### src/shared/tdc_pkg.sv
// Shared constants and carrier types for the trap and timed mask unit
package tdc_pkg;
  // Register byte offsets on the Avalon-MM slave
  localparam logic [4:0] OFS_CTL_ONE = 5'h00;
  localparam logic [4:0] OFS_CTL_TWO = 5'h04;
  localparam logic [4:0] OFS_COUNT   = 5'h08;
  localparam logic [4:0] OFS_LIMIT   = 5'h0c;
  localparam logic [4:0] OFS_SP      = 5'h10;
  localparam logic [4:0] OFS_RST_CTL = 5'h14;
  localparam logic [4:0] OFS_OSC_CTL = 5'h18;
  localparam logic [4:0] OFS_CORE    = 5'h1c;
  // Field positions
  localparam int BIT_CLK_LOSS = 1;
  localparam int BIT_STACK    = 2;
  localparam int BIT_BAD_ADDR = 3;
  localparam int BIT_ARITH    = 4;
  localparam int BIT_DMA      = 5;
  localparam int BIT_DIV0     = 6;
  localparam int BIT_MASK_ON  = 14;
  localparam int BIT_CONFLICT = 15;
  localparam int BIT_CLK_FAIL = 3;
  localparam int BIT_TRAP_LVL = 3;
  // Source index, lowest rank first; trap level is base plus index
  localparam int SRC_DMA   = 0;
  localparam int SRC_MATH  = 1;
  localparam int SRC_STACK = 2;
  localparam int SRC_ADDR  = 3;
  localparam int SRC_OSC   = 4;
  localparam int NSRC      = 5;
  localparam int FIRST_HARD = SRC_ADDR;
  localparam logic [3:0] LEVEL_BASE = 4'ha;
  // Reset values and limits
  localparam logic [15:0] SP_RESET   = 16'h0800;
  localparam logic [15:0] STACK_FLOOR = 16'h0800;
  localparam int COUNT_W = 14;
  localparam int SOFT_SAMPLE_CYCLES = 2;
  // Signals from the processor core, all on sys_clk
  typedef struct packed {
    logic        mask_instr;       // timed_irq_mask_instr executes
    logic [13:0] mask_count;
    logic        sp_load;
    logic [15:0] sp_value;
    logic        sp_ea_valid;      // EA formed with stack_pointer_reg
    logic [15:0] sp_ea;
    logic        sp_ea_wrap;       // EA carry past the top of data space
    logic        div_zero_first;   // divide by zero, first repeat pass
    logic        cpu_wr;
    logic [15:0] cpu_wr_addr;
    logic        dma_wr;
    logic [15:0] dma_wr_addr;
    logic        word_odd;
    logic        bit_ind_odd;
    logic        data_unimpl;
    logic        prog_unimpl;
    logic        trap_ack;
    logic        trap_return;      // return_from_exception of a trap
  } tdc_core_in_t;
  typedef struct packed {
    logic       trap_req;
    logic [3:0] trap_level;
    logic       hard_halt;
    logic       dma_write_drop;
    logic       data_write_inhibit;
    logic       irq_mask_low;      // levels 1..6 masked
    logic       device_reset_req;
    logic       trap_level_bit;
  } tdc_core_out_t;
endpackage

### src/core/tdc_trap_unit.sv
// Trap detection, ranking, nesting and the timed interrupt mask
//
// The implementer's own choices: the Avalon-MM interface to the registers and the placing of the registers.
`timescale 1ns/100ps
// Functional notes
// RULE1: Each source has fixed rank; clock loss highest, DMA collision lowest.
// RULE2: DMA collision, math and stack traps are soft, levels 10, 11, 12.
// RULE3: Soft traps need two cycles of sampling before they are presented.
// RULE4: Stack pointer resets to 0x0800; pointer below 0x0800 raises stack trap.
// RULE5: Stack limit is uninitialised; overflow check idle until a word write.
// RULE6: Every stack pointer EA above the limit raises a stack trap.
// RULE7: A stack pointer EA wrapping past 0xFFFF raises a stack trap.
// RULE8: Stack fault flag is bit 2; software clears it before returning.
// RULE9: Divide by zero always traps, checked on first repeat iteration.
// RULE10: Divide sets bits 6 and 4; bit 4 clears only after bit 6.
// RULE11: CPU wins same-address write collision, DMA dropped, bit 5 set.
// RULE12: Levels 13-15 are hard; address error 13, clock loss 14.
// RULE13: Hard trap halts execution until acknowledged and processed.
// RULE14: Higher trap preempts lower; lower stays pending until higher ends.
// RULE15: Lower hard trap under higher activity resets device, sets bit 15.
// RULE16: Clock loss trap from monitor, lost PLL lock, or no lock at POR.
// RULE17: Clock loss sets bit 1 and clock fail status; software clears.
// RULE18: Odd word EA, odd indirect bit op, unimplemented space raise address trap.
// RULE19: Address trap inhibits data writes and sets bit 3; software clears.
// RULE20: Timed mask hits levels 1-6 only, up to 16384 cycles; traps pass. The 14-bit count here masks at most 16383 cycles.
// RULE21: Non-zero countdown masks and decrements each cycle; bit 14 shows it.
// RULE22: Countdown read/write; clear ends early; write from zero never starts.
// RULE23: Trap levels 8-15 sit above all user interrupt levels.
// RULE24: Trap level bit set in service; software may clear, never set.
// RULE25: Flags stay set until cleared and keep their trap requested.
module tdc_trap_unit #(
  parameter int CNT_W = tdc_pkg::COUNT_W
) (
  input  wire logic                  sys_clk,
  input  wire logic                  nrst,
  input  wire logic [4:0]            avs_address,
  input  wire logic                  avs_read,
  input  wire logic                  avs_write,
  input  wire logic [31:0]           avs_writedata,
  input  wire logic [3:0]            avs_byteenable,
  output logic [31:0]                avs_readdata,
  output logic                       avs_waitrequest,
  input  wire logic                  monitor_enable,
  input  wire logic                  pll_mode,
  input  wire logic                  clk_loss_pin,
  input  wire logic                  pll_unlock_pin,
  input  wire logic                  por_no_lock_pin,
  input  wire tdc_pkg::tdc_core_in_t core_in,
  output tdc_pkg::tdc_core_out_t     core_out
);

  localparam int N = tdc_pkg::NSRC;

  // Highest set bit of a source vector, or none
  function automatic logic [2:0] top_src(input logic [N-1:0] v);
    logic [2:0] r;
    r = 3'h7;
    for (int i = 0; i < N; i++) begin
      if (v[i]) begin
        r = 3'(i);
      end
    end
    return r;
  endfunction

  // Mask of the sources ranked above a given index
  function automatic logic [N-1:0] above(input logic [2:0] idx);
    logic [N-1:0] m;
    m = '0;
    for (int i = 0; i < N; i++) begin
      if (3'(i) > idx) begin
        m[i] = 1'b1;
      end
    end
    return m;
  endfunction

  // Flags and state
  logic [N-1:0]     flag_reg, flag_next;
  logic             div0_reg, div0_next;
  logic [N-1:0]     svc_reg, svc_next;
  logic [N-1:0]     soft_s1_reg, soft_s2_reg;
  logic             conflict_reg, conflict_next;
  logic             clk_fail_reg, clk_fail_next;
  logic             lvlbit_reg, lvlbit_next;
  logic             reset_req_reg;
  logic [CNT_W-1:0] cnt_reg, cnt_next;
  logic [15:0]      sp_reg, sp_next;
  logic [15:0]      limit_reg;
  logic             limit_on_reg;
  logic             ack_reg;
  logic [31:0]      rdata_reg;
  logic [2:0]       osc_s1_reg, osc_s2_reg, osc_s3_reg;
  logic [2:0]       osc_lvl_reg;

  // Avalon decode: one wait state; a write lands only at the edge where
  // waitrequest is low, so a master that waits never sees it early
  wire bus_req   = avs_read | avs_write;
  wire bus_take  = bus_req & ~ack_reg;
  wire word_en   = avs_byteenable[1:0] == 2'b11;
  wire wr_take   = avs_write & ack_reg & word_en;
  wire wr_ctl1   = wr_take & (avs_address == tdc_pkg::OFS_CTL_ONE);
  wire wr_cnt    = wr_take & (avs_address == tdc_pkg::OFS_COUNT);
  wire wr_limit  = wr_take & (avs_address == tdc_pkg::OFS_LIMIT);
  wire wr_sp     = wr_take & (avs_address == tdc_pkg::OFS_SP);
  wire wr_rst    = wr_take & (avs_address == tdc_pkg::OFS_RST_CTL);
  wire wr_osc    = wr_take & (avs_address == tdc_pkg::OFS_OSC_CTL);
  wire wr_core   = wr_take & (avs_address == tdc_pkg::OFS_CORE);
  wire [15:0] wd = avs_writedata[15:0];

  // Pin conditions agree over two stages before they count
  wire [2:0] osc_agree = osc_s2_reg & osc_s3_reg;
  wire [2:0] osc_rise  = osc_agree & ~osc_lvl_reg;
  wire osc_event = (osc_rise[0] & monitor_enable)        // RULE16
                 | (osc_rise[1] & pll_mode)
                 | (osc_rise[2] & monitor_enable);

  // Stack checks
  wire sp_low    = sp_reg < tdc_pkg::STACK_FLOOR;         // RULE4
  wire ea_over   = core_in.sp_ea_valid & limit_on_reg
                 & (core_in.sp_ea > limit_reg);           // RULE6
  wire ea_wrap   = core_in.sp_ea_valid & core_in.sp_ea_wrap; // RULE7
  wire stack_ev  = sp_low | ea_over | ea_wrap;

  // Same-address collision: CPU keeps the slot, DMA write is dropped
  wire dma_coll  = core_in.cpu_wr & core_in.dma_wr
                 & (core_in.cpu_wr_addr == core_in.dma_wr_addr); // RULE11
  wire addr_ev   = core_in.word_odd | core_in.bit_ind_odd
                 | core_in.data_unimpl | core_in.prog_unimpl;  // RULE18

  // New events per source, in rank order
  wire [N-1:0] ev;
  assign ev[tdc_pkg::SRC_DMA]   = dma_coll;
  assign ev[tdc_pkg::SRC_MATH]  = core_in.div_zero_first; // RULE9
  assign ev[tdc_pkg::SRC_STACK] = stack_ev;
  assign ev[tdc_pkg::SRC_ADDR]  = addr_ev;
  assign ev[tdc_pkg::SRC_OSC]   = osc_event;

  // Hard class is the address and clock loss sources
  wire [N-1:0] hard_mask = above(3'(tdc_pkg::FIRST_HARD - 1)); // RULE12
  wire [N-1:0] soft_mask = ~hard_mask;                          // RULE2

  // Conflict: a new hard event below any pending or active trap
  wire [N-1:0] busy     = flag_reg | svc_reg;
  wire [N-1:0] hard_new = ev & hard_mask & ~flag_reg;
  logic conflict_hit;
  always_comb begin
    conflict_hit = 1'b0;
    for (int i = 0; i < N; i++) begin
      if (hard_new[i] && |(busy & above(3'(i)))) begin
        conflict_hit = 1'b1;                               // RULE15
      end
    end
  end

  // Requests: soft ones only after the two sampling stages
  wire [N-1:0] visible = (flag_reg & hard_mask)
                       | (soft_s2_reg & flag_reg);         // RULE3 RULE25
  wire [N-1:0] waiting = visible & ~svc_reg;
  wire [2:0]   cur_src = top_src(svc_reg);
  wire [2:0]   req_src = top_src(waiting);
  wire [N-1:0] beat    = svc_reg == '0 ? waiting
                       : waiting & above(cur_src);         // RULE14
  wire [2:0]   win_src = top_src(beat);                    // RULE1
  wire         req_on  = beat != '0;

  // Flag update: hardware set wins over software clear
  always_comb begin
    flag_next = flag_reg;
    div0_next = div0_reg | core_in.div_zero_first;         // RULE10
    if (wr_ctl1) begin
      div0_next = (div0_reg & wd[tdc_pkg::BIT_DIV0]) | core_in.div_zero_first;
      flag_next[tdc_pkg::SRC_DMA]   = flag_reg[tdc_pkg::SRC_DMA]   & wd[tdc_pkg::BIT_DMA];
      flag_next[tdc_pkg::SRC_STACK] = flag_reg[tdc_pkg::SRC_STACK] & wd[tdc_pkg::BIT_STACK];
      flag_next[tdc_pkg::SRC_ADDR]  = flag_reg[tdc_pkg::SRC_ADDR]  & wd[tdc_pkg::BIT_BAD_ADDR];
      flag_next[tdc_pkg::SRC_OSC]   = flag_reg[tdc_pkg::SRC_OSC]   & wd[tdc_pkg::BIT_CLK_LOSS];
      // Math flag only drops once its cause bit is gone
      flag_next[tdc_pkg::SRC_MATH]  = flag_reg[tdc_pkg::SRC_MATH]
                                    & (wd[tdc_pkg::BIT_ARITH] | div0_next); // RULE10
    end
    flag_next = flag_next | ev;                            // RULE8 RULE17 RULE19 RULE25
  end

  // Service stack: ack adds the winner, return drops the top one
  always_comb begin
    svc_next = svc_reg;
    if (core_in.trap_return && svc_reg != '0) begin
      svc_next[cur_src] = 1'b0;                            // RULE14
    end
    if (core_in.trap_ack && req_on) begin
      svc_next[win_src] = 1'b1;
    end
  end

  // Trap level bit: set on entry, software may only clear it
  always_comb begin
    lvlbit_next = lvlbit_reg;
    if (wr_core && !wd[tdc_pkg::BIT_TRAP_LVL]) begin
      lvlbit_next = 1'b0;                                  // RULE24
    end
    if (core_in.trap_return && svc_next == '0) begin
      lvlbit_next = 1'b0;
    end
    if (core_in.trap_ack && req_on) begin
      lvlbit_next = 1'b1;
    end
  end

  // Timed mask countdown; a bus write cannot start it from zero
  always_comb begin
    cnt_next = cnt_reg;
    if (cnt_reg != '0) begin
      cnt_next = cnt_reg - 1'b1;                           // RULE21
    end
    if (wr_cnt && cnt_reg != '0) begin
      cnt_next = wd[CNT_W-1:0];                            // RULE22
    end
    if (core_in.mask_instr) begin
      cnt_next = core_in.mask_count[CNT_W-1:0];            // RULE20
    end
  end

  // Conflict and clock fail flags, set wins over clear
  always_comb begin
    conflict_next = conflict_reg;
    if (wr_rst && !wd[tdc_pkg::BIT_CONFLICT]) begin
      conflict_next = 1'b0;
    end
    conflict_next = conflict_next | conflict_hit;          // RULE15
    clk_fail_next = clk_fail_reg;
    if (wr_osc && !wd[tdc_pkg::BIT_CLK_FAIL]) begin
      clk_fail_next = 1'b0;
    end
    clk_fail_next = clk_fail_next | osc_event;             // RULE17
  end

  // Stack pointer: core loads win over bus writes
  always_comb begin
    sp_next = sp_reg;
    if (wr_sp) begin
      sp_next = wd;
    end
    if (core_in.sp_load) begin
      sp_next = core_in.sp_value;
    end
  end

  // Read mux; unmapped offsets read zero
  logic [15:0] rd_word;
  always_comb begin
    rd_word = '0;
    case (avs_address)
      tdc_pkg::OFS_CTL_ONE: begin
        rd_word[tdc_pkg::BIT_CLK_LOSS] = flag_reg[tdc_pkg::SRC_OSC];
        rd_word[tdc_pkg::BIT_STACK]    = flag_reg[tdc_pkg::SRC_STACK];
        rd_word[tdc_pkg::BIT_BAD_ADDR] = flag_reg[tdc_pkg::SRC_ADDR];
        rd_word[tdc_pkg::BIT_ARITH]    = flag_reg[tdc_pkg::SRC_MATH];
        rd_word[tdc_pkg::BIT_DMA]      = flag_reg[tdc_pkg::SRC_DMA];
        rd_word[tdc_pkg::BIT_DIV0]     = div0_reg;
      end
      tdc_pkg::OFS_CTL_TWO: rd_word[tdc_pkg::BIT_MASK_ON] = cnt_reg != '0; // RULE21
      tdc_pkg::OFS_COUNT:   rd_word[CNT_W-1:0] = cnt_reg;
      tdc_pkg::OFS_LIMIT:   rd_word = limit_reg;
      tdc_pkg::OFS_SP:      rd_word = sp_reg;
      tdc_pkg::OFS_RST_CTL: rd_word[tdc_pkg::BIT_CONFLICT] = conflict_reg;
      tdc_pkg::OFS_OSC_CTL: rd_word[tdc_pkg::BIT_CLK_FAIL] = clk_fail_reg;
      tdc_pkg::OFS_CORE:    rd_word[tdc_pkg::BIT_TRAP_LVL] = lvlbit_reg;
      default:              rd_word = '0;
    endcase
  end

  // Bus handshake and read data register
  always_ff @(posedge sys_clk or negedge nrst) begin
    if (!nrst) begin
      ack_reg   <= 1'b0;
      rdata_reg <= '0;
    end else begin
      ack_reg   <= bus_take;
      rdata_reg <= {16'h0000, rd_word};
    end
  end

  // Pin synchronisers for the oscillator conditions
  always_ff @(posedge sys_clk or negedge nrst) begin
    if (!nrst) begin
      osc_s1_reg  <= '0;
      osc_s2_reg  <= '0;
      osc_s3_reg  <= '0;
      osc_lvl_reg <= '0;
    end else begin
      osc_s1_reg  <= {por_no_lock_pin, pll_unlock_pin, clk_loss_pin};
      osc_s2_reg  <= osc_s1_reg;
      osc_s3_reg  <= osc_s2_reg;
      osc_lvl_reg <= (osc_s2_reg == osc_s3_reg) ? osc_agree : osc_lvl_reg;
    end
  end

  // Trap state; a conflict clears nesting state as the device resets
  always_ff @(posedge sys_clk or negedge nrst) begin
    if (!nrst) begin
      flag_reg    <= '0;
      div0_reg    <= 1'b0;
      svc_reg     <= '0;
      soft_s1_reg <= '0;
      soft_s2_reg <= '0;
      lvlbit_reg  <= 1'b0;
    end else if (conflict_hit) begin
      flag_reg    <= '0;                                   // RULE15
      div0_reg    <= 1'b0;
      svc_reg     <= '0;
      soft_s1_reg <= '0;
      soft_s2_reg <= '0;
      lvlbit_reg  <= 1'b0;
    end else begin
      flag_reg    <= flag_next;
      div0_reg    <= div0_next;
      svc_reg     <= svc_next;
      soft_s1_reg <= flag_reg & soft_mask;                 // RULE3
      soft_s2_reg <= soft_s1_reg & flag_reg;
      lvlbit_reg  <= lvlbit_next;
    end
  end

  // Reset flag survives the conflict reset so software can see it
  always_ff @(posedge sys_clk or negedge nrst) begin
    if (!nrst) begin
      conflict_reg  <= 1'b0;
      clk_fail_reg  <= 1'b0;
      reset_req_reg <= 1'b0;
      cnt_reg       <= '0;
      sp_reg        <= tdc_pkg::SP_RESET;                  // RULE4
    end else begin
      conflict_reg  <= conflict_next;
      clk_fail_reg  <= clk_fail_next;
      reset_req_reg <= conflict_hit;
      cnt_reg       <= cnt_next;
      sp_reg        <= sp_next;
    end
  end

  // Limit keeps no reset value; only the enable is reset
  always_ff @(posedge sys_clk) begin
    if (wr_limit) begin
      limit_reg <= wd;
    end
  end

  always_ff @(posedge sys_clk or negedge nrst) begin
    if (!nrst) begin
      limit_on_reg <= 1'b0;
    end else if (wr_limit) begin
      limit_on_reg <= 1'b1;                                // RULE5
    end
  end

  // Outputs; trap levels always exceed every user level
  assign avs_waitrequest = bus_req & ~ack_reg;
  assign avs_readdata    = rdata_reg;
  assign core_out.trap_req   = req_on;
  assign core_out.trap_level = req_on ? tdc_pkg::LEVEL_BASE + 4'(win_src)
                                      : 4'h0;              // RULE23
  assign core_out.hard_halt  = |(flag_reg & hard_mask & ~svc_reg); // RULE13
  assign core_out.dma_write_drop     = dma_coll;           // RULE11
  assign core_out.data_write_inhibit = addr_ev | flag_reg[tdc_pkg::SRC_ADDR]; // RULE19
  assign core_out.irq_mask_low       = cnt_reg != '0;      // RULE20
  assign core_out.device_reset_req   = reset_req_reg;
  assign core_out.trap_level_bit     = lvlbit_reg;

  wire unused_ok = ^{req_src, avs_writedata[31:16], avs_byteenable[3:2]};
endmodule

### config.mk
export PLATFORM = sky130hd
export DESIGN_NAME = tdc_trap_unit
export DESIGN_NICKNAME = d
export VERILOG_FILES = /design/src/shared/tdc_pkg.sv /design/src/core/tdc_trap_unit.sv
export SDC_FILE = /design/constraint.sdc
export NUM_CORES = 1
export LEC_CHECK = 0
export BUFFER_PORTS_ARGS = -buffer_cell sky130_fd_sc_hd__buf_4
export CORE_ASPECT_RATIO = 1.25
export CORE_UTILIZATION = 30
export DETAILED_ROUTE_END_ITERATION = 16
export GPL_ROUTABILITY_DRIVEN = 1
export PLACE_DENSITY_LB_ADDON = 0.3
export SLEW_MARGIN = 25
export SYNTH_ARGS = -nofsm -noshare
export SYNTH_HDL_FRONTEND = slang
export SYNTH_SLANG_ARGS = --single-unit
### constraint.sdc
create_clock -name sys_clk -period 2.94 [get_ports sys_clk]
set_input_delay 0.147 -clock sys_clk [delete_from_list [all_inputs] [get_ports sys_clk]]
set_output_delay 0.147 -clock sys_clk [all_outputs]
set_load 0.03 [all_outputs]
==> out/metrics.yaml <==
outcome:
  status: "finished, final reports clean"
clocking:
  cts_sinks: 97
  cts-root-buf: "clkbuf_16"
  insertion_delay_ps: 340
  path_clk_slew_ps: 70
  post_cts_buffers: 0
  clockBufferDepth: 2
  cts-buffers-inserted: 9
  cts-resized-gates: 0
  htreeDepth: 3
  cts_tree: "yes"
drt:
  wl_per_cell_microns: 16.8
  drt_iter0_drc: 385
  drtPass1Iterations: 4
  vias: 4426
  routed_wl_microns: 14900
  drc: 0
  viasPerCell: 4.97
  antenna_left: 0
synthesis:
  synth_top_area_share_pct: 37.8
  netlist_area_sq_um: 5300
  synthFlopType: "dfrtp_1"
  netlist-cell-type-count: 64
  synth_compound_area_share_pct: 15.2
  ys_ff_latch: 97
  synth_top_family_by_area: "compound AO/OA/AOI/OAI gates"
  seq_area_frac_synth_pct: 47.4
  avgSynthCellArea_sq_um: 10.2
  yosys.area.top_type: "dfrtp_1"
  synth-edff-count: 16
  synth_cells: 517
  synth-simple-area-share_pct: 14.2
  synth.area.mux_share_pct: 5.57
  synthTopCellsByArea: "dfrtp_1 (38%), edfxtp_1 (9.1%), ha_1 (5.7%)"
  yosysWarningCount: 0
  async_flop_share_pct: 83.5
  synthAdderAreaFrac_pct: 5.86
  synthXorXnorAreaFrac_pct: 4.13
flow_run:
  cap_violations: 0
sta:
  tightestPinTransition_ps: 852
  post-route-min-period_ps: 2620
  clock_skew_ps: 8.77
  finalSetupViolations: 0
  clock.fmax_mhz: 382
  final.setup.tns_ps: 0
  rsz0062_at_grt: "no"
  relSlewSlack_pct: 43.1
  maxSlewViolCount: 0
  fin_crit_sh_pct: 89.2
  post-route-worst-setup-slack_ps: 319
  hold_violations: 0
place:
  portBuffers: 150
  place.gp.congestion: 0.826
  place_inst: 868
  dpl.hpwl_microns: 11600
  dp_slack_ps: 541
power:
  p_per_area_nw_per_um2: 494
  p_clk_share_pct: 34.3
  intPower_w: 0.00244
  power_frac_seq_pct: 44.9
  finalPower_w: 0.00343
  cellLeakagePower_nw: 3.23
  peakVddDrop_mv: 0.290
  switching_share_pct: 28.8
  switchingPower_w: 0.000986
  p_comb_share_pct: 20.8
die:
  dieArea_sq_um: 18200
  die_w_microns: 121
  die_h_microns: 151
  io_pins: 185
  core-area_sq_um: 17000
  start_util_pct: 31.1
  fp-row-count: 53
global_routing:
  grt_pass1_wl_microns: 23300
  grt_usage_pct: 16.6
  grt_max_degree: 82
  antenna_found_initial: 0
  first_global_vias: 4504
  grt-ovfl-total: 0
final_layout:
  diodes: 0
  instances_no_fill: 891
  drive_above_1_share_pct: 28.3
  syn2layout_area_growth_pct: 30.9
  utilization_pct: 40.7
  nets: 831
setup_path:
  crit_required_ps: 2790
  cp_max_fo: 7
  path_class: "register to output port"
  slowest_stage: "or4b_4"
  cpPeakStageDelay_ps: 550
  arrival_ps: 2470
  reg2reg_slack_ps: 580
  path_cells: "inv_1, ha_1, or4b_4, nor4_4, inv_2, buf_4"
  worstSetupEndpointType: "output port"
  critPathLaunchType: "register"
min_path:
  hold_path_class: "primary input to register"
## placed cells by master, fill, tap and decap left out, types with 5 or more instances in the layout
cell / instances
buf_4: 156
dfrtp_1: 80
inv_1: 38
nand2_1: 38
o21ai_0: 38
nor2_1: 34
mux2i_1: 25
ha_1: 24
a21oi_1: 16
conb_1: 16
edfxtp_1: 16
xor2_1: 15
nand3_1: 10
xnor2_1: 10
nor4_1: 9
clkbuf_16: 9
nor3_1: 8
a222oi_1: 8
dlygate4sd3_1: 7
nand2b_1: 6
or3_1: 6
o31ai_1: 6
a22o_1: 6
or4_1: 5
o21a_1: 5
a221o_1: 5
## final timing paths
path | cells after the start | from | to
setup / recovery | 6 | cnt_reg[0] | core_out[2]
hold / removal | 2 | core_in[83] | cnt_reg[7]
setup reg to reg | 7 | cnt_reg[0] | cnt_reg[10]
hold reg to reg | 0 | osc_s1_reg[1] | osc_s2_reg[1]
max in group asynchronous | 2 | nrst | sp_reg[9]
min in group asynchronous | 2 | nrst | svc_reg[4]
## power groups by stage
| stage | logic, W | registers [W] | clock network, W |
|---|---|---|---|
| after floorplan | 0.000445 | 0.00154 | 0 |
| after global placement | 0.000695 | 0.00156 | 0 |
| after detailed placement | 0.000709 | 0.00156 | 0 |
| after CTS | 0.000716 | 0.00154 | 0.00120 |
| after global routing | 0.000781 | 0.00155 | 0.00126 |
| final | 0.000712 | 0.00154 | 0.00118 |
## final cells by class
class	instances	area, sq um
multi-input combinational	354	2450
clock inverter	6	68.8
clock buffer	10	229
timing repair buffer	164	1250
fill	1688	10100
sequential	97	2510
inverter	40	150
tap	220	275
## metal layers
metal	track usage, %	part of all wire, %	vias up	wire length (microns)
met5	0	0	-	0
met4	5.43	1.9	0	279
met3	3.14	5.2	19	780
met2	29.1	51	148	7590
met1	20.5	42	2136	6290
li1	-	-	2123	-
## cells in the mapped netlist, types with 4 or more instances
cell	instances
a21oi_1	16
a21o_1	4
xnor2_1	10
nand4_1	4
o21a_1	5
mux2_2	4
clkbuf_1	15
buf_4	21
o21ai_0	38
a22o_1	6
or4_1	5
dfrtp_1	80
nor3_1	9
a222oi_1	8
nor4_1	9
inv_1	38
nand2_1	38
o31ai_1	6
and2_1	4
nor2_1	34
edfxtp_1	16
ha_1	24
nand3_1	10
or3_1	6
xor2_1	15
a221o_1	5
nand2b_1	6
mux2i_1	25
## repair_timing
action	4_1_cts	5_1_grt
endpoints found under the setup margin	0	0
hold buffers	4	3
endpoints found under the hold margin	4	82
## critical path: cells and delay by family (launching register included)
family	cells	cell delay, ps
buf+inv	3	440
simple gates	2	1060
fa+ha+maj	1	200
flops	1	430
## logic make-up (layout without fill, tap and decap cells)
logic type | after synthesis | in the layout
adder cells (fa/ha/maj) | 25 | 25
other | 1 | 16
XOR/XNOR | 25 | 25
AND/OR/NAND/NOR | 143 | 143
multiplexers | 29 | 29
flip-flops | 97 | 97
buffers and inverters | 81 | 220
AO/OA/AOI/OAI | 116 | 116
## stage by stage
stage,cell area [sq um],hold WS (ps)
2_1_floorplan,5350,-149
3_3_place_gp,6560,257
3_5_place_dp,6560,257
4_1_cts,6900,0.577
5_1_grt,6930,5.41
6_report,6930,12.2
(Power assumes the default switching activity.)
